$ cat config.mk
export PLATFORM = sky130hd
export DESIGN_NAME = pgef_power_good_flags
export DESIGN_NICKNAME = d
export VERILOG_FILES = /design/src/design/pgef_pkg.sv /design/src/design/pgef_power_good_flags.sv /design/src/design/pgef_flag_cell.sv
export VERILOG_INCLUDE_DIRS = /design/src /design/src/design
export SDC_FILE = /design/constraint.sdc
export NUM_CORES = 1
export LEC_CHECK = 0
export BUFFER_PORTS_ARGS = -buffer_cell sky130_fd_sc_hd__buf_2
export CORE_MARGIN = 4
export CORE_UTILIZATION = 25
export DETAILED_ROUTE_END_ITERATION = 8
export PLACE_DENSITY = 0.42
export SLEW_MARGIN = 25
export SYNTH_ARGS = -nofsm -noshare
export SYNTH_HDL_FRONTEND = slang
export SYNTH_SLANG_ARGS = --single-unit
$ cat constraint.sdc
create_clock -name clock_i -period 4.3 [get_ports clock_i]
set_input_delay 0.43 -clock clock_i [delete_from_list [all_inputs] [get_ports clock_i]]
set_output_delay 0.43 -clock clock_i [all_outputs]
set_load 0.05 [all_outputs]
$ cat src/design/pgef_cfg.svh
// Offsets, field positions, reset values and timing for the power-good flag block
`ifndef PGEF_CFG_SVH
`define PGEF_CFG_SVH
// Register byte offsets
`define PGEF_ADR_FLAGS 5'h00
`define PGEF_ADR_RAILF 5'h04
`define PGEF_ADR_MASK  5'h08
`define PGEF_ADR_STAT  5'h0C
`define PGEF_ADR_CTRL  5'h10
`define PGEF_ADR_FAULT 5'h14
`define PGEF_ADR_RESET 5'h18
// Positions inside the internal flag vector
`define PGEF_F_OV   0
`define PGEF_F_TSD  1
`define PGEF_F_DROP 2
`define PGEF_F_SYNC 3
`define PGEF_F_MEAS 4
`define PGEF_F_RST  5
`define PGEF_F_RAIL 6
`define PGEF_F_FLT  10
`define PGEF_NFLAG  15
// Control register fields
`define PGEF_C_TW   4
`define PGEF_C_WIN  8
`define PGEF_C_POL  12
`define PGEF_C_OD   13
`define PGEF_C_MODE 14
`define PGEF_C_DET  15
// Mask register fields and software reset bit
`define PGEF_M_RISE 8
`define PGEF_M_FALL 12
`define PGEF_SWRST_BIT 0
// Reset values
`define PGEF_CTRL_RST 16'h000F
`define PGEF_MASK_RST 16'h0000
// Gated-mode hold time
`define PGEF_GATE_US 800
`define PGEF_CLK_MHZ 100
`endif

$ cat src/design/pgef_pkg.sv
// Types shared by the power-good flag block
package pgef_pkg;
	// Monitor inputs from the analog side, synchronised as one group
	typedef struct packed {
		logic       ov;
		logic       tsd;
		logic       twarn;
		logic       clk_present;
		logic [3:0] uv_ok;
		logic [3:0] ov_ok;
	} pgef_sense_t;
	// Register bus handshake states
	typedef enum logic [1:0] {
		PGEF_BUS_IDLE = 2'b01,
		PGEF_BUS_DONE = 2'b10
	} pgef_bus_st_t;
endpackage : pgef_pkg

$ cat src/design/pgef_power_good_flags.sv
// Event flags, power-good combiner and register slave
// Summary of operation
// - Overvoltage shuts everything down, sets flag; clear ignored while it persists
// - Switcher rail valid/invalid edges set per-rail and summary flags, edge-masked
// - Linear rail valid/invalid edges set per-rail and summary flags, edge-masked
// - Power-good drop from active to inactive sets a maskable flag
// - Sync clock appearing or disappearing sets maskable flag with status bit
// - Detector enabled with no clock present also sets the sync flag
// - Load measurement completion sets maskable flag, write one clears
// - Falling-supply lockout resets everything immediately, no flag raised
// - Leaving lockout resets registers, loads settings, sets reset-cause flag
// - Software reset shuts down, restores defaults, restarts, sets reset-cause flag
// - Status reads one when valid; polarity inverts only the pin
// - Per-rail selects choose monitored rails; dual phase drops slave switcher
// - Disabled regulators are excluded from power-good monitoring
// - Optional thermal warning source for power-good
// - Power-good active only if sources valid and overvoltage/shutdown flags clear
// - Window bit: 0 undervoltage only, 1 both limits
// - Configurable pin polarity and push-pull or open-drain drive
// - Mode from programmed setting; 0 means gated operation
// - Gated mode starts with power-good active after configuration
// - Gated mode holds power-good for 800 us after power-up or voltage change
// - Gated mode latches faults and halts monitoring until cleared
// - Host clears faults by writing one; supply cycle clears too
// - Interrupt pin low while any unmasked event flag pends; latched fault flags do not drive it
// - Mode 1 makes power-good follow regulation continuously
`timescale 1ns/1ps
`default_nettype none
`include "pgef_cfg.svh"
module pgef_power_good_flags import pgef_pkg::*; #(
	parameter int GATE_CYCLES = `PGEF_GATE_US * `PGEF_CLK_MHZ
) (
	input  wire logic        clock_i,
	input  wire logic        rstn_i,
	input  wire logic [4:0]  avs_address_i,
	input  wire logic        avs_read_i,
	input  wire logic        avs_write_i,
	input  wire logic [31:0] avs_writedata_i,
	input  wire logic [3:0]  avs_byteenable_i,
	output logic      [31:0] avs_readdata_o,
	output logic             avs_waitrequest_o,
	input  wire logic        ov_detect_i,
	input  wire logic        tsd_detect_i,
	input  wire logic        thermal_warn_i,
	input  wire logic        sync_clk_present_i,
	input  wire logic [3:0]  rail_uv_ok_i,
	input  wire logic [3:0]  rail_ov_ok_i,
	input  wire logic [3:0]  rail_enabled_i,
	input  wire logic        dual_phase_i,
	input  wire logic        load_meas_done_i,
	input  wire logic        volt_change_i,
	input  wire logic        otp_mode_i,
	input  wire logic        otp_reset_mask_i,
	output logic             shutdown_o,
	output logic             irq_out_n_o,
	output logic             supply_ok_pin_o,
	output logic             supply_ok_pin_oe_o
);
	localparam int CW = $clog2(GATE_CYCLES + 1);
	localparam logic [CW-1:0] GATE_LOAD = CW'(GATE_CYCLES);
	localparam pgef_sense_t SENSE_IDLE = '{1'b0, 1'b0, 1'b0, 1'b0, 4'hF, 4'hF}; // Rails in range

	logic                   rst_meta_r;
	logic                   rst_n;
	pgef_sense_t            sense_raw;
	pgef_sense_t            sense_m_r;
	pgef_sense_t            sense_r;
	logic                   clk_q_r;
	logic [3:0]             valid;
	logic [3:0]             valid_q_r;
	logic                   init_r;
	logic                   mode_r;
	logic [15:0]            ctrl_r;
	logic [15:0]            mask_r;
	logic [CW-1:0]          gate_cnt_r;
	logic                   busy;
	logic                   gated;
	logic                   pg_r;
	logic                   pg_nxt;
	logic                   pg_now;
	logic [3:0]             sel;
	logic [3:0]             bad_rail;
	logic                   tw_bad;
	logic [4:0]             fault_set;
	logic [`PGEF_NFLAG-1:0] flag_set;
	logic [`PGEF_NFLAG-1:0] flag_clr;
	logic [`PGEF_NFLAG-1:0] flag_keep;
	logic [`PGEF_NFLAG-1:0] flags;
	logic [3:0]             rail_rise;
	logic [3:0]             rail_fall;
	logic                   sw_sum;
	logic                   lin_sum;
	logic                   irq_req;
	pgef_bus_st_t           bus_st_r;
	logic                   wr_go;
	logic [15:0]            wmask;
	logic [15:0]            wdata;
	logic [31:0]            rd_mux;

	// Register hit for a byte offset
	function automatic logic hit(input logic [4:0] adr, input logic [4:0] off);
		hit = (adr[4:2] == off[4:2]);
	endfunction : hit

	// Byte-lane merge of write data into a stored value
	function automatic logic [15:0] merge(input logic [15:0] old, input logic [15:0] nw,
		input logic [15:0] m);
		merge = (old & ~m) | (nw & m);
	endfunction : merge

	// Reset release through two flops
	always_ff @(posedge clock_i or negedge rstn_i) begin
		if (!rstn_i) begin
			rst_meta_r <= 1'b0;
			rst_n      <= 1'b0;
		end else begin
			rst_meta_r <= 1'b1;
			rst_n      <= rst_meta_r;
		end
	end

	// Analog monitor inputs pass two flops; reset to idle levels so no false edge follows
	assign sense_raw = '{ov: ov_detect_i, tsd: tsd_detect_i, twarn: thermal_warn_i,
		clk_present: sync_clk_present_i, uv_ok: rail_uv_ok_i, ov_ok: rail_ov_ok_i};
	always_ff @(posedge clock_i or negedge rst_n) begin
		if (!rst_n) begin
			sense_m_r <= SENSE_IDLE;
			sense_r   <= SENSE_IDLE;
			clk_q_r   <= 1'b0;
			valid_q_r <= 4'hF;
		end else begin
			sense_m_r <= sense_raw;
			sense_r   <= sense_m_r;
			clk_q_r   <= sense_r.clk_present;
			valid_q_r <= valid;
		end
	end

	// Initialisation pass after lockout release or software reset
	always_ff @(posedge clock_i or negedge rst_n) begin
		if (!rst_n) begin
			init_r <= 1'b1;
		end else begin
			init_r <= wr_go & hit(avs_address_i, `PGEF_ADR_RESET)
				& wmask[`PGEF_SWRST_BIT] & wdata[`PGEF_SWRST_BIT];
		end
	end

	// Control and mask registers, defaults restored on every initialisation
	always_ff @(posedge clock_i or negedge rst_n) begin
		if (!rst_n) begin
			ctrl_r <= `PGEF_CTRL_RST;
			mask_r <= `PGEF_MASK_RST;
			mode_r <= 1'b0;
		end else if (init_r) begin
			ctrl_r <= `PGEF_CTRL_RST;
			mask_r <= `PGEF_MASK_RST;
			mask_r[`PGEF_F_RST] <= otp_reset_mask_i;
			mode_r <= otp_mode_i;
		end else if (wr_go) begin
			if (hit(avs_address_i, `PGEF_ADR_CTRL)) begin
				ctrl_r <= merge(ctrl_r, wdata, wmask);
			end
			if (hit(avs_address_i, `PGEF_ADR_MASK)) begin
				mask_r <= merge(mask_r, wdata, wmask);
			end
		end
	end

	// Rail checks and selection of monitored sources
	always_comb begin
		for (int i = 0; i < 4; i++) begin
			valid[i] = sense_r.uv_ok[i] & (~ctrl_r[`PGEF_C_WIN + i] | sense_r.ov_ok[i]);
		end
		sel = ctrl_r[3:0] & rail_enabled_i & {2'b11, ~dual_phase_i, 1'b1};
		bad_rail = sel & ~valid;
		tw_bad = ctrl_r[`PGEF_C_TW] & sense_r.twarn;
		pg_now = ~(|bad_rail) & ~tw_bad & ~flags[`PGEF_F_OV] & ~flags[`PGEF_F_TSD];
	end

	// Gate timer reloads on start-up and voltage change
	always_ff @(posedge clock_i or negedge rst_n) begin
		if (!rst_n) begin
			gate_cnt_r <= '0;
		end else if (init_r || volt_change_i) begin
			gate_cnt_r <= GATE_LOAD;
		end else if (busy) begin
			gate_cnt_r <= gate_cnt_r - 1'b1;
		end
	end
	assign busy  = (gate_cnt_r != '0);
	assign gated = ~mode_r;

	// Faults latch once the gate window has passed, at any time in continuous mode
	assign fault_set = {tw_bad, bad_rail} & {5{~gated | ~(busy | volt_change_i)}};

	// Next power-good state
	always_comb begin
		if (init_r) begin
			pg_nxt = 1'b1;
		end else if (gated) begin
			if (busy || volt_change_i) begin
				pg_nxt = pg_r;
			end else begin
				pg_nxt = pg_now & ~(|flags[`PGEF_F_FLT +: 5]);
			end
		end else begin
			pg_nxt = pg_now;
		end
	end

	// Power-good state and its pin
	always_ff @(posedge clock_i or negedge rst_n) begin
		if (!rst_n) begin
			pg_r               <= 1'b1;
			supply_ok_pin_o    <= 1'b0;
			supply_ok_pin_oe_o <= 1'b0;
		end else begin
			pg_r <= pg_nxt;
			if (ctrl_r[`PGEF_C_OD]) begin
				supply_ok_pin_o    <= 1'b0;
				supply_ok_pin_oe_o <= ~(pg_r ^ ctrl_r[`PGEF_C_POL]);
			end else begin
				supply_ok_pin_o    <= pg_r ^ ctrl_r[`PGEF_C_POL];
				supply_ok_pin_oe_o <= 1'b1;
			end
		end
	end

	// Edge events per rail, edge masks applied at set
	assign rail_rise = valid & ~valid_q_r & ~mask_r[`PGEF_M_RISE +: 4];
	assign rail_fall = ~valid & valid_q_r & ~mask_r[`PGEF_M_FALL +: 4];

	// Flag set, clear and clear-blocking terms
	always_comb begin
		flag_set = '0;
		flag_set[`PGEF_F_OV]   = sense_r.ov;
		flag_set[`PGEF_F_TSD]  = sense_r.tsd;
		flag_set[`PGEF_F_DROP] = pg_r & ~pg_nxt;
		flag_set[`PGEF_F_SYNC] = (sense_r.clk_present ^ clk_q_r)
			| (ctrl_r[`PGEF_C_DET] & ~sense_r.clk_present);
		flag_set[`PGEF_F_MEAS] = load_meas_done_i;
		flag_set[`PGEF_F_RST]  = init_r;
		flag_set[`PGEF_F_RAIL +: 4] = rail_rise | rail_fall;
		flag_set[`PGEF_F_FLT +: 5]  = fault_set;
		flag_keep = '0;
		flag_keep[`PGEF_F_OV]  = sense_r.ov;
		flag_keep[`PGEF_F_TSD] = sense_r.tsd;
		flag_clr = {`PGEF_NFLAG{init_r}};
		if (wr_go) begin
			if (hit(avs_address_i, `PGEF_ADR_FLAGS)) begin
				flag_clr[5:0] = flag_clr[5:0] | (wdata[5:0] & wmask[5:0]);
			end
			if (hit(avs_address_i, `PGEF_ADR_RAILF)) begin
				flag_clr[9:6] = flag_clr[9:6] | (wdata[3:0] & wmask[3:0]);
			end
			if (hit(avs_address_i, `PGEF_ADR_FAULT)) begin
				flag_clr[14:10] = flag_clr[14:10] | (wdata[4:0] & wmask[4:0]);
			end
		end
	end

	pgef_flag_cell #(
		.W (`PGEF_NFLAG)
	) u_flags (
		.clock_i (clock_i),
		.rst_n_i (rst_n),
		.set_i   (flag_set),
		.clr_i   (flag_clr),
		.keep_i  (flag_keep),
		.flag_o  (flags)
	);

	assign sw_sum  = |flags[`PGEF_F_RAIL +: 2];
	assign lin_sum = |flags[`PGEF_F_RAIL + 2 +: 2];

	// Masked flags combine into the interrupt request
	assign irq_req = flags[`PGEF_F_OV] | flags[`PGEF_F_TSD]
		| (|(flags[`PGEF_F_DROP +: 4] & ~mask_r[`PGEF_F_DROP +: 4]))
		| (|flags[`PGEF_F_RAIL +: 4]);

	// Interrupt pin and shutdown request
	always_ff @(posedge clock_i or negedge rst_n) begin
		if (!rst_n) begin
			irq_out_n_o <= 1'b1;
			shutdown_o  <= 1'b1;
		end else begin
			irq_out_n_o <= ~irq_req;
			shutdown_o  <= init_r | sense_r.ov | flags[`PGEF_F_OV]
				| sense_r.tsd | flags[`PGEF_F_TSD];
		end
	end

	// Bus handshake: one wait cycle, then the access completes
	always_ff @(posedge clock_i or negedge rst_n) begin
		if (!rst_n) begin
			bus_st_r <= PGEF_BUS_IDLE;
		end else begin
			case (bus_st_r)
				PGEF_BUS_IDLE: begin
					if (avs_read_i || avs_write_i) begin
						bus_st_r <= PGEF_BUS_DONE;
					end
				end
				PGEF_BUS_DONE: begin
					bus_st_r <= PGEF_BUS_IDLE;
				end
				default: begin
					bus_st_r <= PGEF_BUS_IDLE;
				end
			endcase
		end
	end
	assign avs_waitrequest_o = (avs_read_i | avs_write_i) & (bus_st_r != PGEF_BUS_DONE);
	assign wr_go = (bus_st_r == PGEF_BUS_DONE) & avs_write_i;
	assign wmask = {{8{avs_byteenable_i[1]}}, {8{avs_byteenable_i[0]}}};
	assign wdata = avs_writedata_i[15:0];

	// Read data selection
	always_comb begin
		rd_mux = 32'h0000_0000;
		case (avs_address_i[4:2])
			3'(`PGEF_ADR_FLAGS >> 2): rd_mux[7:0] = {lin_sum, sw_sum, flags[5:0]};
			3'(`PGEF_ADR_RAILF >> 2): rd_mux[3:0] = flags[`PGEF_F_RAIL +: 4];
			3'(`PGEF_ADR_MASK >> 2): rd_mux[15:0] = mask_r;
			3'(`PGEF_ADR_STAT >> 2): rd_mux[11:0] = {valid, 3'h0, sense_r.twarn,
				sense_r.clk_present, pg_r, sense_r.tsd, sense_r.ov};
			3'(`PGEF_ADR_CTRL >> 2): rd_mux[15:0] = {ctrl_r[15], mode_r, ctrl_r[13:0]};
			3'(`PGEF_ADR_FAULT >> 2): rd_mux[4:0] = flags[`PGEF_F_FLT +: 5];
			default: rd_mux = 32'h0000_0000;
		endcase
	end

	// Read data captured in the wait cycle, when the read is first presented
	always_ff @(posedge clock_i or negedge rst_n) begin
		if (!rst_n) begin
			avs_readdata_o <= 32'h0000_0000;
		end else if (bus_st_r == PGEF_BUS_IDLE && avs_read_i) begin
			avs_readdata_o <= rd_mux;
		end
	end
endmodule : pgef_power_good_flags
`default_nettype wire

$ cat src/design/pgef_flag_cell.sv
// Sticky event flags with clear and clear-blocking
`timescale 1ns/1ps
`default_nettype none
module pgef_flag_cell #(
	parameter int W = 1
) (
	input  wire logic         clock_i,
	input  wire logic         rst_n_i,
	input  wire logic [W-1:0] set_i,
	input  wire logic [W-1:0] clr_i,
	input  wire logic [W-1:0] keep_i,
	output logic      [W-1:0] flag_o
);
	genvar g;
	// One flop per flag; set wins over clear, keep blocks the clear
	generate
		for (g = 0; g < W; g++) begin : g_flag
			always_ff @(posedge clock_i or negedge rst_n_i) begin
				if (!rst_n_i) begin
					flag_o[g] <= 1'b0;
				end else begin
					flag_o[g] <= set_i[g] | (flag_o[g] & ~(clr_i[g] & ~keep_i[g]));
				end
			end
		end
	endgenerate
endmodule : pgef_flag_cell
`default_nettype wire

# Word-level counts from Yosys, hierarchy flattened
# Index checks and enable logic that the tools add are counted.
op_classes:
  n_addsub: 1
  muxes: 24
  bitwise: 124
  n_reduce_logical: 18
  n_eq_ne: 10
ops:
  columns: ["operator", "count"]
  rows:
  - ["$mux 16", 6]
  - ["$and 16x16->16", 3]
  - ["$and 4x4->4", 9]
  - ["$mux 17", 2]
  - ["$and 1x1->1", 33]
  - ["$not 1->1", 32]
  - ["$or 16x16->16", 2]
  - ["$or 1x1->1", 30]
  - ["$pmux 4 s6", 1]
  - ["$not 4->4", 5]
  - ["$reduce_bool 17->1", 1]
  - ["$sub 17x1->17 const B", 1]
  - ["$not 16->16", 1]
  - ["$mux 15", 1]
  - ["$pmux 4 s3", 1]
  - ["$reduce_or 4->1", 3]
  - ["$and 5x5->5", 2]
  - ["$eq 3x3->1 const B", 3]
  - ["$pmux 3 s3", 1]
  - ["$or 4x4->4", 2]
  - ["$pmux 4 s2", 1]
  - ["$reduce_bool 2->1", 4]
  - ["$and 6x6->6", 1]
  - ["$eq 3x2->1 const B", 2]
  - ["19 further kinds", 30]
word_totals:
  register_bits: 120
  inputBits: 66

# Longest topological paths before layout
# Gate-level depths: netlist of run 1.
logic_depth:
  word_depth: 17
  depth_mapped: 7
  depth_no_buf: 7

# Modules after synthesis
# From an unflattened synthesis of run 1, not the netlist that was laid out.
hier_totals:
  cells_unflattened: 525
  hier_area_um2: 5499.0
by_module_without_submodules:
  columns: ["module", "n_inst", "cells_each", "seq_area_each_um2", "area_each_um2"]
  rows:
  - ["pgef_power_good_flags", 1, 480, 2638.8, 4917.2]
  - ["pgef_flag_cell", 1, 45, 375.4, 581.8]

# Worst setup path after synthesis of run 1
# No wires, ideal clock.
synth_timing:
  path_type: "flip-flop to flip-flop"
  startpoint: "register gate_cnt_r[13]"
  endpoint: "register gate_cnt_r[3]"
  required_ns: 4.168
  synth_period_minus_slack_ns: 1.969
  slack_ns: 2.331
  path_buffers: 0
  path_stages_with_launch: 6
  arrival_time_ns: 1.837
  setup_time_ns: 0.132
  cell_sequence: "dfrtp_1 -> or4_4 -> or4_4 -> o211ai_1 -> xor2_1 -> nor2_1"
synth_via:
  elab_chain_cells: 2
synth_rtl:
  columns: ["item", "line", "text"]
  rows:
  - ["start, declared", "pgef_power_good_flags.sv:75", "logic [CW-1:0] gate_cnt_r;"]
  - ["start signal, assigned", "pgef_power_good_flags.sv:188", "gate_cnt_r <= gate_cnt_r - 1'b1;"]
  - ["$reduce_bool 17->1", "pgef_power_good_flags.sv:191", "assign busy = (gate_cnt_r != '0);"]
  - ["$reduce_bool 2->1 (no source line)", null, null]
# No other way between the ends.
# A chain may end at the register's enable or synchronous reset.

# Worst setup path after layout of run 1
layout_timing:
  startpoint: "register gate_cnt_r[0]"
  endpoint: "register u_flags.flag_o[2]"
layout_via:
  elab_chain_cells: 8
layout_rtl:
  columns: ["item", "line", "text"]
  rows:
  - ["$reduce_bool 17->1", "pgef_power_good_flags.sv:191", null]
  - ["$logic_or 1x1->1", "pgef_power_good_flags.sv:202", "if (busy || volt_change_i) begin"]
  - ["$mux 1", "pgef_power_good_flags.sv:202", null]
  - ["$mux 1", "pgef_power_good_flags.sv:201", "end else if (gated) begin"]
  - ["$mux 1", "pgef_power_good_flags.sv:199", "if (init_r) begin"]
  - ["$not 1->1", "pgef_power_good_flags.sv:239", "flag_set[`PGEF_F_DROP] = pg_r & ~pg_nxt;"]
  - ["$and 1x1->1", "pgef_power_good_flags.sv:239", null]
  - ["$or 1x1->1", "pgef_flag_cell.sv:22", "flag_o[g] <= set_i[g] | (flag_o[g] & ~(clr_i[g] & ~keep_i[g]));"]
  - ["end signal, assigned by index", "pgef_flag_cell.sv:22", null]
  - ["end, declared", "pgef_flag_cell.sv:12", "output logic [W-1:0] flag_o"]
# No other way between the ends.

==> results of run 1 <==
-- area by class of cell --
type	count	area (um^2)
flip-flops and latches	119	3018
clock buffers	24	555.5
fillers	2167	14570
well taps	275	344.1
repair buffers	72	377.9
multi-input cells	338	2145
inverters	25	93.84
clock inverters	8	53.80
-- cell families after synthesis --
| family | count (synthesis) |
|---|---|
| AO/OA/AOI/OAI | 95 |
| XOR/XNOR | 9 |
| adder cells (fa/ha/maj) | 2 |
| buffers and inverters | 61 |
| flip-flops | 119 |
| multiplexers | 45 |
| other | 2 |
| AND/OR/NAND/NOR | 170 |
-- worst max path at each step --
| stage | startpoint | to | slack [ns] | cells past startpoint |
|---|---|---|---|---|
| final | gate_cnt_r[0] | u_flags.flag_o[2] | 1.98 | 7 |
| after global routing | gate_cnt_r[0] | u_flags.flag_o[2] | 1.77 | 7 |
| after CTS | gate_cnt_r[0] | u_flags.flag_o[2] | 1.95 | 7 |
| after detailed placement | avs_address_i[4] | mask_r[13] | 1.75 | 6 |
| after global placement | avs_address_i[2] | ctrl_r[4] | 1.76 | 7 |
| after floorplan | rst_n | asynchronous set/reset pin | 0.79 | 0 |
-- metal layers --
layer	part of all wire, %	vias up
li1	-	1872
met1	49	1920
met2	44	108
met3	5.4	18
met4	1.5	0
met5	0	-
-- report_power, final --
group	switching, mW	total, mW	internal (mW)
combinational	0.517	0.728	0.211
clock	0.505	1.41	0.901
sequential	0.135	1.45	1.32
-- Yosys cell counts, types with 5 or more instances --
cell / n / area share (%)
buf_4: 16 / 2.2
mux2i_1: 40 / 7.4
clkbuf_1: 13 / 0.90
a21oi_1: 16 / 1.5
a22oi_1: 10 / 1.4
nor2_1: 57 / 4.0
inv_1: 24 / 1.7
nor3_1: 10 / 0.93
xnor2_1: 5 / 0.81
o21ai_0: 27 / 2.5
a31o_2: 6 / 0.97
nand2_1: 57 / 4.0
dfrtp_1: 90 / 42
dfstp_2: 29 / 14
-- placed cells by master (no fill, tap or decap), types with 3 or more instances in the layout --
cell type,synthesis,routed
clkbuf_16,0,20
nor2b_1,3,3
dfstp_2,29,29
xnor2_1,5,5
and2_1,3,3
a211oi_1,4,4
mux2_2,3,3
dfrtp_1,90,89
nor2_1,57,57
a211o_1,3,3
o211ai_1,4,4
nand3b_1,3,3
xor2_1,4,4
or3_1,3,3
o31ai_1,4,4
mux2i_1,40,40
buf_2,4,66
buf_4,16,5
o21ai_0,27,27
nor3b_1,4,4
nand3_1,4,4
nand2_1,57,56
nand2b_1,3,3
clkinv_2,0,3
a22oi_1,10,10
clkbuf_8,0,4
inv_1,24,24
a31o_2,6,6
a21oi_1,16,16
nor3_1,10,10
a311o_1,3,3
conb_1,2,17
-- metrics by stage --
stage	hold slack (ns)	area, um^2	total power, mW
5_1_grt	0.08934	6588	3.783
3_5_place_dp	0.2283	5966	2.206
6_report	0.1106	6588	3.585
2_1_floorplan	0.1344	5450	1.995
3_3_place_gp	0.2247	5966	2.187
4_1_cts	0.09103	6585	3.643
-- worst max-delay path, stage by stage, from the launching register on --
cell      delay (ns)
dfrtp_1         0.44
inv_1           0.11
ha_1            0.19
nor3b_1         0.20
nand4b_1        0.30
o21ai_1         0.64
nand2_1         0.12
o31ai_1         0.22
-- repair_timing --
action | CTS | global route
buffers inserted | 0 | 0
hold endpoints to repair | 2 | 0
hold buffers | 1 | 0
-- flip-flops by register name, summed over array words and instances (netlist names), 2 cells and up, named ones only --
name,cells
valid_q_r,4
avs_readdata_o,16
sense_m_r,12
gate_cnt_r,17
ctrl_r,15
sense_r,10
flag_keep,2
mask_r,15
u_flags.flag_o,15
bus_st_r,2
==> reports/results.ini, run 1 <==
[outcome]
status = finished clean

[clock_network]
cts.path.max_buffers = 2
ctsRootBufferMaster = clkbuf_16
clk_pin_slew_ns = 0.06
cts_tree = built
htreeDepth = 4
cts_resized = 0
numCtsBuffers = 17
clk_latency_ns = 0.41
cts.sinks = 119

[synth]
synth_top_family_by_area = simple AND/OR/NAND/NOR gates
synthAdderAreaFrac_pct = 0.4639
ys_ff_latch = 119
synthSimpleGateAreaFrac_pct = 15.87
synthMuxAreaShare_pct = 8.884
synth_edf_count = 0
syn_area_um2 = 5394
synth-compound-area-share_pct = 11.85
ys.warnings.count = 0
synth-main-ff-cell = dfrtp_1
synthXorXnorAreaFrac_pct = 1.461
async_reset_ff_share_pct = 100.0
netlist_instances = 503
synth.yosys.seq_area_share_pct = 55.88
ys_types = 64
synth.avg_cell_area_um2 = 10.72

[critical_path]
cp-start-kind = register
cp_data_required_time_ns = 4.62
r2r_cells = 7
arrival_ns = 2.64
crit_type = reg2reg
reg2reg_slack_ns = 1.98
crit_path_max_fanout = 6
r2r-end = u_flags.flag_o[2]
end_kind = register
timing.rr.start = gate_cnt_r[0]

[global_routing]
busiest_layer = met2
grt_use_total_pct = 12.66
grt_pass1_vias = 4108
grtUsageMet2_pct = 18.31
gr-total-overflow = 0
grtUsageMet3_pct = 3.199
grt_first_pass_wirelength_um = 23410
grt_max_degree = 52
use_met1_pct = 18.21
antenna_found_initial = 0

[finish]
num_antenna_cells = 0
stdcell_count = 861
drive_above_1_share_pct = 26.96
syn_to_final_growth_pct = 22.13
final_util_pct = 31.14
nets = 641

[route]
drcViolationCount = 0
ant_nets = 0
wirelength_um = 14610
num_vias = 3918
vias_per_cell = 4.551
drt_iter0_markers = 213
drtPass1Iterations = 4
routedWlPerCell_um = 16.97

[worst_hold_path]
min_to = sense_m_r[2]
min_from = rail_ov_ok_i[2]
min_path_cells = 1
hold_class = in2reg

[place]
dp.cells = 828
post-place-ws_ns = 1.755
port_buffers = 66
gp_congestion = 0.7952
dp_hpwl_um = 10690

[sta]
worstMarginPinSlew_ns = 0.9496
hold_violations = 0
rsz0062_at_grt = no
setup_violations = 0
fin_worst_skew_ns = 0.005860
max_freq_mhz = 431.3
tns_ns = 0
slew_headroom_pct = 36.56
min_period_over_period_pct = 53.92
final_max_slew_viol_count = 0
final.setup.worst_slack_ns = 1.982
final.min_clock_period_ns = 2.318

[floorplanning]
dieArea_um2 = 23990
core_area_um2 = 21150
rows = 53
io_pins = 103
start_util_pct = 25.50
die_h_um = 154.9
chipWidth_um = 154.9

[power]
leakage_nw = 2.823
peakVddDrop_mv = 0.2671
power.density_nw_per_um2 = 544.2

[flow_run]
maxCapViolations = 0

No activity file was read; power rests on OpenSTA's default activity.
==> run 2, diff against run 1 <==
- clock period: 4.3 -> 2.3 ns (I/O delays scaled with it)
==> run 2 against run 1 <==
Against the previous run:
- setup slack got worse by 1.8 ns
- critical path depth fell by 2
- sequential share of layout area fell by 1.7 points
- clock skew rose by 0.0017 ns
- non-clock buffer count rose by 32
==> reports/results.ini, run 2 (synthesis results as in run 1) <==
[clock_network]
htreeDepth = 4
numCtsBuffers = 17
cts.sinks = 119
cts_resized = 0
post_cts_buffers = 0
clk_pin_slew_ns = 0.05
ctsRootBufferMaster = clkbuf_16
cts.path.max_buffers = 2
cts_tree = built
clk_latency_ns = 0.42

[critical_path]
crit_start = gate_cnt_r[13]
cp_data_required_time_ns = 2.58
crit_type = reg2reg
critPathMostFrequentCell = or4_4
crit_path_top_delay_cell = or4_4
critical_path.cell_chain = or4_4 -> or4_4 -> o211ai_1 -> xor2_1 -> nor2_1
cp-start-kind = register
arrival_ns = 2.37
timing.rr.start = gate_cnt_r[13]
crit_path_max_incr_delay_ns = 0.58
crit_path_max_fanout = 5
r2r_cells = 5
end_kind = register

[floorplanning]
chipWidth_um = 154.9
dieArea_um2 = 23990
io_pins = 103
start_util_pct = 25.50
rows = 53
core_area_um2 = 21150
die_h_um = 154.9

[finish]
multi_input_area_um2 = 2142
final_cell_mix = dfrtp_1, buf_2, nand2_1, nor2_1, mux2i_1
syn_to_final_growth_pct = 26.88
nets = 673
drive_above_1_share_pct = 28.32
seqCellArea_um2 = 3018
fill_cells = 2136
final_util_pct = 32.35
num_antenna_cells = 0
largestRegisters = gate_cnt_r x17, avs_readdata_o x16
largest_register_ffs = 17
layout_commonest_cell = dfrtp_1
regMostFlops = gate_cnt_r

[power]
internal-power_mw = 4.473
p_total_mw = 6.650
swShare_pct = 32.74
leakage_nw = 2.960
switching_power_mw = 2.177
clockPowerShare_pct = 37.8
peakVddDrop_mv = 0.4123
pwr-share-comb_pct = 21.4
seq_power_share_pct = 40.8
power.density_nw_per_um2 = 971.7

[sta]
fin_worst_skew_ns = 0.007554
hold_violations = 0
final.setup.worst_slack_ns = 0.2066
final.min_clock_period_ns = 2.093
setup_violations = 0
tns_ns = 0
slew_headroom_pct = 56.95
rsz0062_at_grt = no
final_max_slew_viol_count = 0
min_period_over_period_pct = 91.02
worstMarginPinSlew_ns = 0.6458
max_freq_mhz = 477.7

[route]
num_vias = 4013
wirelength_um = 14870
ant_nets = 0
drcViolationCount = 0
drtPass1Iterations = 4
vias_per_cell = 4.494
drt_iter0_markers = 197
routedWlPerCell_um = 16.65

[place]
dp_hpwl_um = 10990
post-place-ws_ns = 0.2077
port_buffers = 66
gp_congestion = 0.7887

[global_routing]
grt_first_pass_wirelength_um = 24030
grt_pass1_vias = 4225
grt_use_total_pct = 12.98
antenna_found_initial = 0
gr-total-overflow = 0
grt_max_degree = 47

[outcome]
status = finished clean

[worst_hold_path]
min_from = load_meas_done_i
min_path_cells = 2
hold_class = in2reg

[flow_run]
maxCapViolations = 0

run 2: power by group through the flow:
stage	clock network, mW	logic, mW	registers, mW
6_report	2.51	1.42	2.72
5_1_grt	2.70	1.56	2.77
4_1_cts	2.60	1.44	2.72
3_5_place_dp	0	1.42	2.76
3_3_place_gp	0	1.39	2.75
2_1_floorplan	0	0.681	3.05
run 2: path summary, 6_finish.rpt:
path	end	slack, ns
hold / removal	u_flags.flag_o[4]	0.04
setup reg to reg	gate_cnt_r[3]	0.21
hold reg to reg	sense_r[9]	0.35
max in group asynchronous	valid_q_r[3]	1.23
min in group asynchronous	rst_meta_r	0.13
setup / recovery	gate_cnt_r[3]	0.21
run 2: per-layer routing:
metal / track usage, % / vias up / part of all wire, %
met3: 2.809 / 16 / 5.7
met2: 19.16 / 109 / 45
li1: - / 1923 / -
met4: 5.299 / 0 / 1.3
met1: 18.50 / 1965 / 48
met5: 0 / - / 0
run 2: repair_timing:
item | 4_1_cts | 5_1_grt
hold buffers | 13 | 0
setup endpoints to repair | 0 | 0
hold endpoints to repair | 14 | 0
run 2: critical path, delay by kind of cell, from the launching register on:
kind	cells	cell delay (ns)
xor+xnor	1	0.18
flops	1	0.42
compound gates	1	0.20
simple gates	3	1.17
run 2: final cells by class:
cell class                 count  share of cell area, %
multi-input combinational    338                  31.30
sequential                   119                  44.10
clock inverter                 9                 0.9141
clock buffer                  23                  7.459
inverter                      25                  1.371
timing repair buffer         104                  9.835
tap                          275                  5.027
run 2: per-stage QoR:
step,cells,instance area [um^2],hold WS [ns]
after detailed placement,848,6141,0.01892
after global placement,848,6141,0.01523
after global routing,893,6844,0.02707
after floorplan,518,5451,-0.06559
final,893,6844,0.03652
after CTS,893,6844,0.01688
==> run 3, diff against run 2 <==
- SYNTH_HIERARCHICAL: unset -> 1
==> run 3 against run 2 <==
Against the previous run:
- via count is 3.0% higher
- synthesized cell count is 4.4% higher
- highest routed layer unchanged
- clock power is 13% higher
- area after synthesis is 1.9% higher
- non-clock buffer count is 4 lower
- combinational power hardly changed
- critical path depth stayed put
==> reports/results.ini, run 3 <==
[outcome]
status = finished clean

[clock_network]
htreeDepth = 4
clk_pin_slew_ns = 0.05
numCtsBuffers = 17
cts.sinks = 119
post_cts_buffers = 0
ctsRootBufferMaster = clkbuf_16
clk_latency_ns = 0.42
cts.path.max_buffers = 2
cts_tree = built

[synth]
synth_top_family_by_area = simple AND/OR/NAND/NOR gates
synth.avg_cell_area_um2 = 10.47
synth.yosys.seq_area_share_pct = 54.81
synth_top_cell_area_share_pct = 40.96
synthAdderAreaFrac_pct = 0.2275
ys_types = 58
synthMuxAreaShare_pct = 6.621
synth-compound-area-share_pct = 13.63
synth_top_cells_by_count = dfrtp_1, nor2_1, nand2_1
synthMostInstantiatedCell = dfrtp_1
synthSimpleGateAreaFrac_pct = 17.52
synth_edf_count = 0
netlist_instances = 525
async_reset_ff_share_pct = 100.0
ys.warnings.count = 6
syn_area_um2 = 5499
ys_ff_latch = 119
synthXorXnorAreaFrac_pct = 1.752
yosys-top-cells-area = dfrtp_1, dfstp_2, mux2i_1, nor2_1, nand2_1
synth_area_leader_cell = dfrtp_1
synth-main-ff-cell = dfrtp_1

[global_routing]
grt_max_degree = 118
grt_pass1_vias = 4184
grt_first_pass_wirelength_um = 23580
gr-total-overflow = 0
grt_use_total_pct = 12.67
antenna_found_initial = 0

[critical_path]
timing.rr.start = gate_cnt_r[13]
critical_path.cell_chain = or4_1 -> nor3_4 -> a21o_4 -> or3_1 -> nand3_1
r2r-end = gate_cnt_r[13]
crit_start = gate_cnt_r[13]
cp-start-kind = register
crit_path_top_delay_cell = or4_1
cp-endpoint = gate_cnt_r[13]
crit_type = reg2reg
crit_path_max_incr_delay_ns = 0.71
arrival_ns = 2.31
reg2reg_slack_ns = 0.26
r2r_cells = 5
crit_path_max_fanout = 8
cp_data_required_time_ns = 2.56
end_kind = register

[finish]
final_cell_mix = dfrtp_1, buf_2, nor2_1, nand2_1, mux2i_1
seqCellArea_um2 = 3018
largest_register_ffs = 17
syn_to_final_growth_pct = 26.71
fill_cells = 2198
layout_commonest_cell = dfrtp_1
num_antenna_cells = 0
stdcell_count = 921
multi_input_area_um2 = 2298
nets = 700
largestRegisters = gate_cnt_r x17, avs_readdata_o x16
drive_above_1_share_pct = 24.77
regMostFlops = gate_cnt_r

[flow_run]
maxCapViolations = 0

[place]
dp_hpwl_um = 10590
gp_congestion = 0.7869
dp.cells = 875
port_buffers = 66

[sta]
min_period_over_period_pct = 88.90
hold_violations = 0
slew_headroom_pct = 56.92
fin_worst_skew_ns = 0.009520
worstMarginPinSlew_ns = 0.6462
final_max_slew_viol_count = 0
final.min_clock_period_ns = 2.045
rsz0062_at_grt = no
tns_ns = 0
max_freq_mhz = 489.1
setup_violations = 0

[power]
power.density_nw_per_um2 = 997.5
leakage_nw = 3.054
peakVddDrop_mv = 0.4729
p_total_mw = 6.951

[route]
wl_met1_um = 7050
vias_per_cell = 4.490
ant_nets = 0
top_layer = met4
num_vias = 4135
drt_iter0_markers = 199
met3_length_um = 703
routedWlPerCell_um = 16.12
dr_wl_met2_um = 6735
drtPass1Iterations = 5
wirelength_um = 14850
drcViolationCount = 0

[floorplanning]
die_h_um = 156.3
io_pins = 103
core_area_um2 = 21350
start_util_pct = 25.75
rows = 53
dieArea_um2 = 24430
chipWidth_um = 156.3

[worst_hold_path]
hold_class = in2reg

==> run 3: cell count changes after synthesis, sizes merged, moves of 4 or more <==
cell | before | now
a21o | 0 | 16
nand2b | 3 | 19
nand2 | 58 | 46
inv | 24 | 13
nor2b | 3 | 13
a21oi | 16 | 24
a31o | 7 | 0
mux2i | 40 | 33
nor2 | 57 | 64
o31ai | 4 | 9
a22oi | 10 | 14
xnor2 | 5 | 9
==> run 3: how the worst min path moves through the flow <==
stage | from | endpoint | slack [ns] | depth (start not counted)
2_1_floorplan | rstn_i | rst_meta_r | -0.07 | 0
3_3_place_gp | rstn_i | rst_meta_r | 0.02 | 1
3_5_place_dp | rstn_i | rst_meta_r | 0.02 | 1
4_1_cts | otp_reset_mask_i | register | 0.03 | 3
5_1_grt | avs_writedata_i[3] | ctrl_r[3] | 0.06 | 2
6_report | otp_reset_mask_i | register | 0.05 | 3
==> run 3: final cells by class <==
cell class / count / share of cell area (%)
Sequential cell: 119 / 43.31
Multi-Input combinational cell: 382 / 32.99
Timing Repair Buffer: 100 / 9.086
Clock buffer: 23 / 6.859
Tap cell: 275 / 4.938
Clock inverter: 9 / 2.119
Inverter: 13 / 0.7003
==> run 3: logic make-up after synthesis <==
logic type | count (synthesis)
flip-flops | 119
XOR/XNOR | 11
AND/OR/NAND/NOR | 193
adder cells (fa/ha/maj) | 1
AO/OA/AOI/OAI | 111
buffers and inverters | 52
other | 2
multiplexers | 36
==> run 3: metrics by stage <==
step                      util [%]  hold slack (ns)  instance area, um^2  setup WS (ns)
after floorplan                  -         -0.06559                 5605         0.3410
after global placement       29.05          0.01853                 6202         0.1483
after detailed placement     29.05          0.02200                 6202         0.2141
after CTS                    32.63          0.02797                 6968         0.2029
after global routing         32.63          0.06352                 6968        0.03508
final                        32.63          0.04547                 6968         0.2554
==> run 3: report_power, final <==
| part | leakage [nW] | switching, mW | internal (mW) | total, mW |
|---|---|---|---|---|
| sequential | 1.43 | 0.259 | 2.47 | 2.73 |
| clock | 0.307 | 0.936 | 1.89 | 2.83 |
| combinational | 1.32 | 0.923 | 0.470 | 1.39 |
==> run 3: per-layer routing <==
| metal | GRT usage, % | up-vias |
|---|---|---|
| met3 | 2.931 | 18 |
| li1 | - | 1995 |
| met4 | 5.826 | 0 |
| met5 | 0 | - |
| met1 | 17.42 | 2008 |
| met2 | 18.95 | 114 |
==> run 3: repair_timing <==
action / in CTS / in global routing
endpoints found under the hold margin: 15 / 0
gates resized for setup: 0 / 0
hold buffers: 14 / 0
==> run 3: critical path, delay by kind of cell, from the launching register on <==
family | cells | cell delay (ns)
and+or+nand+nor | 4 | 1.30
DFF | 1 | 0.39
AOI/OAI and AO/OA | 1 | 0.20
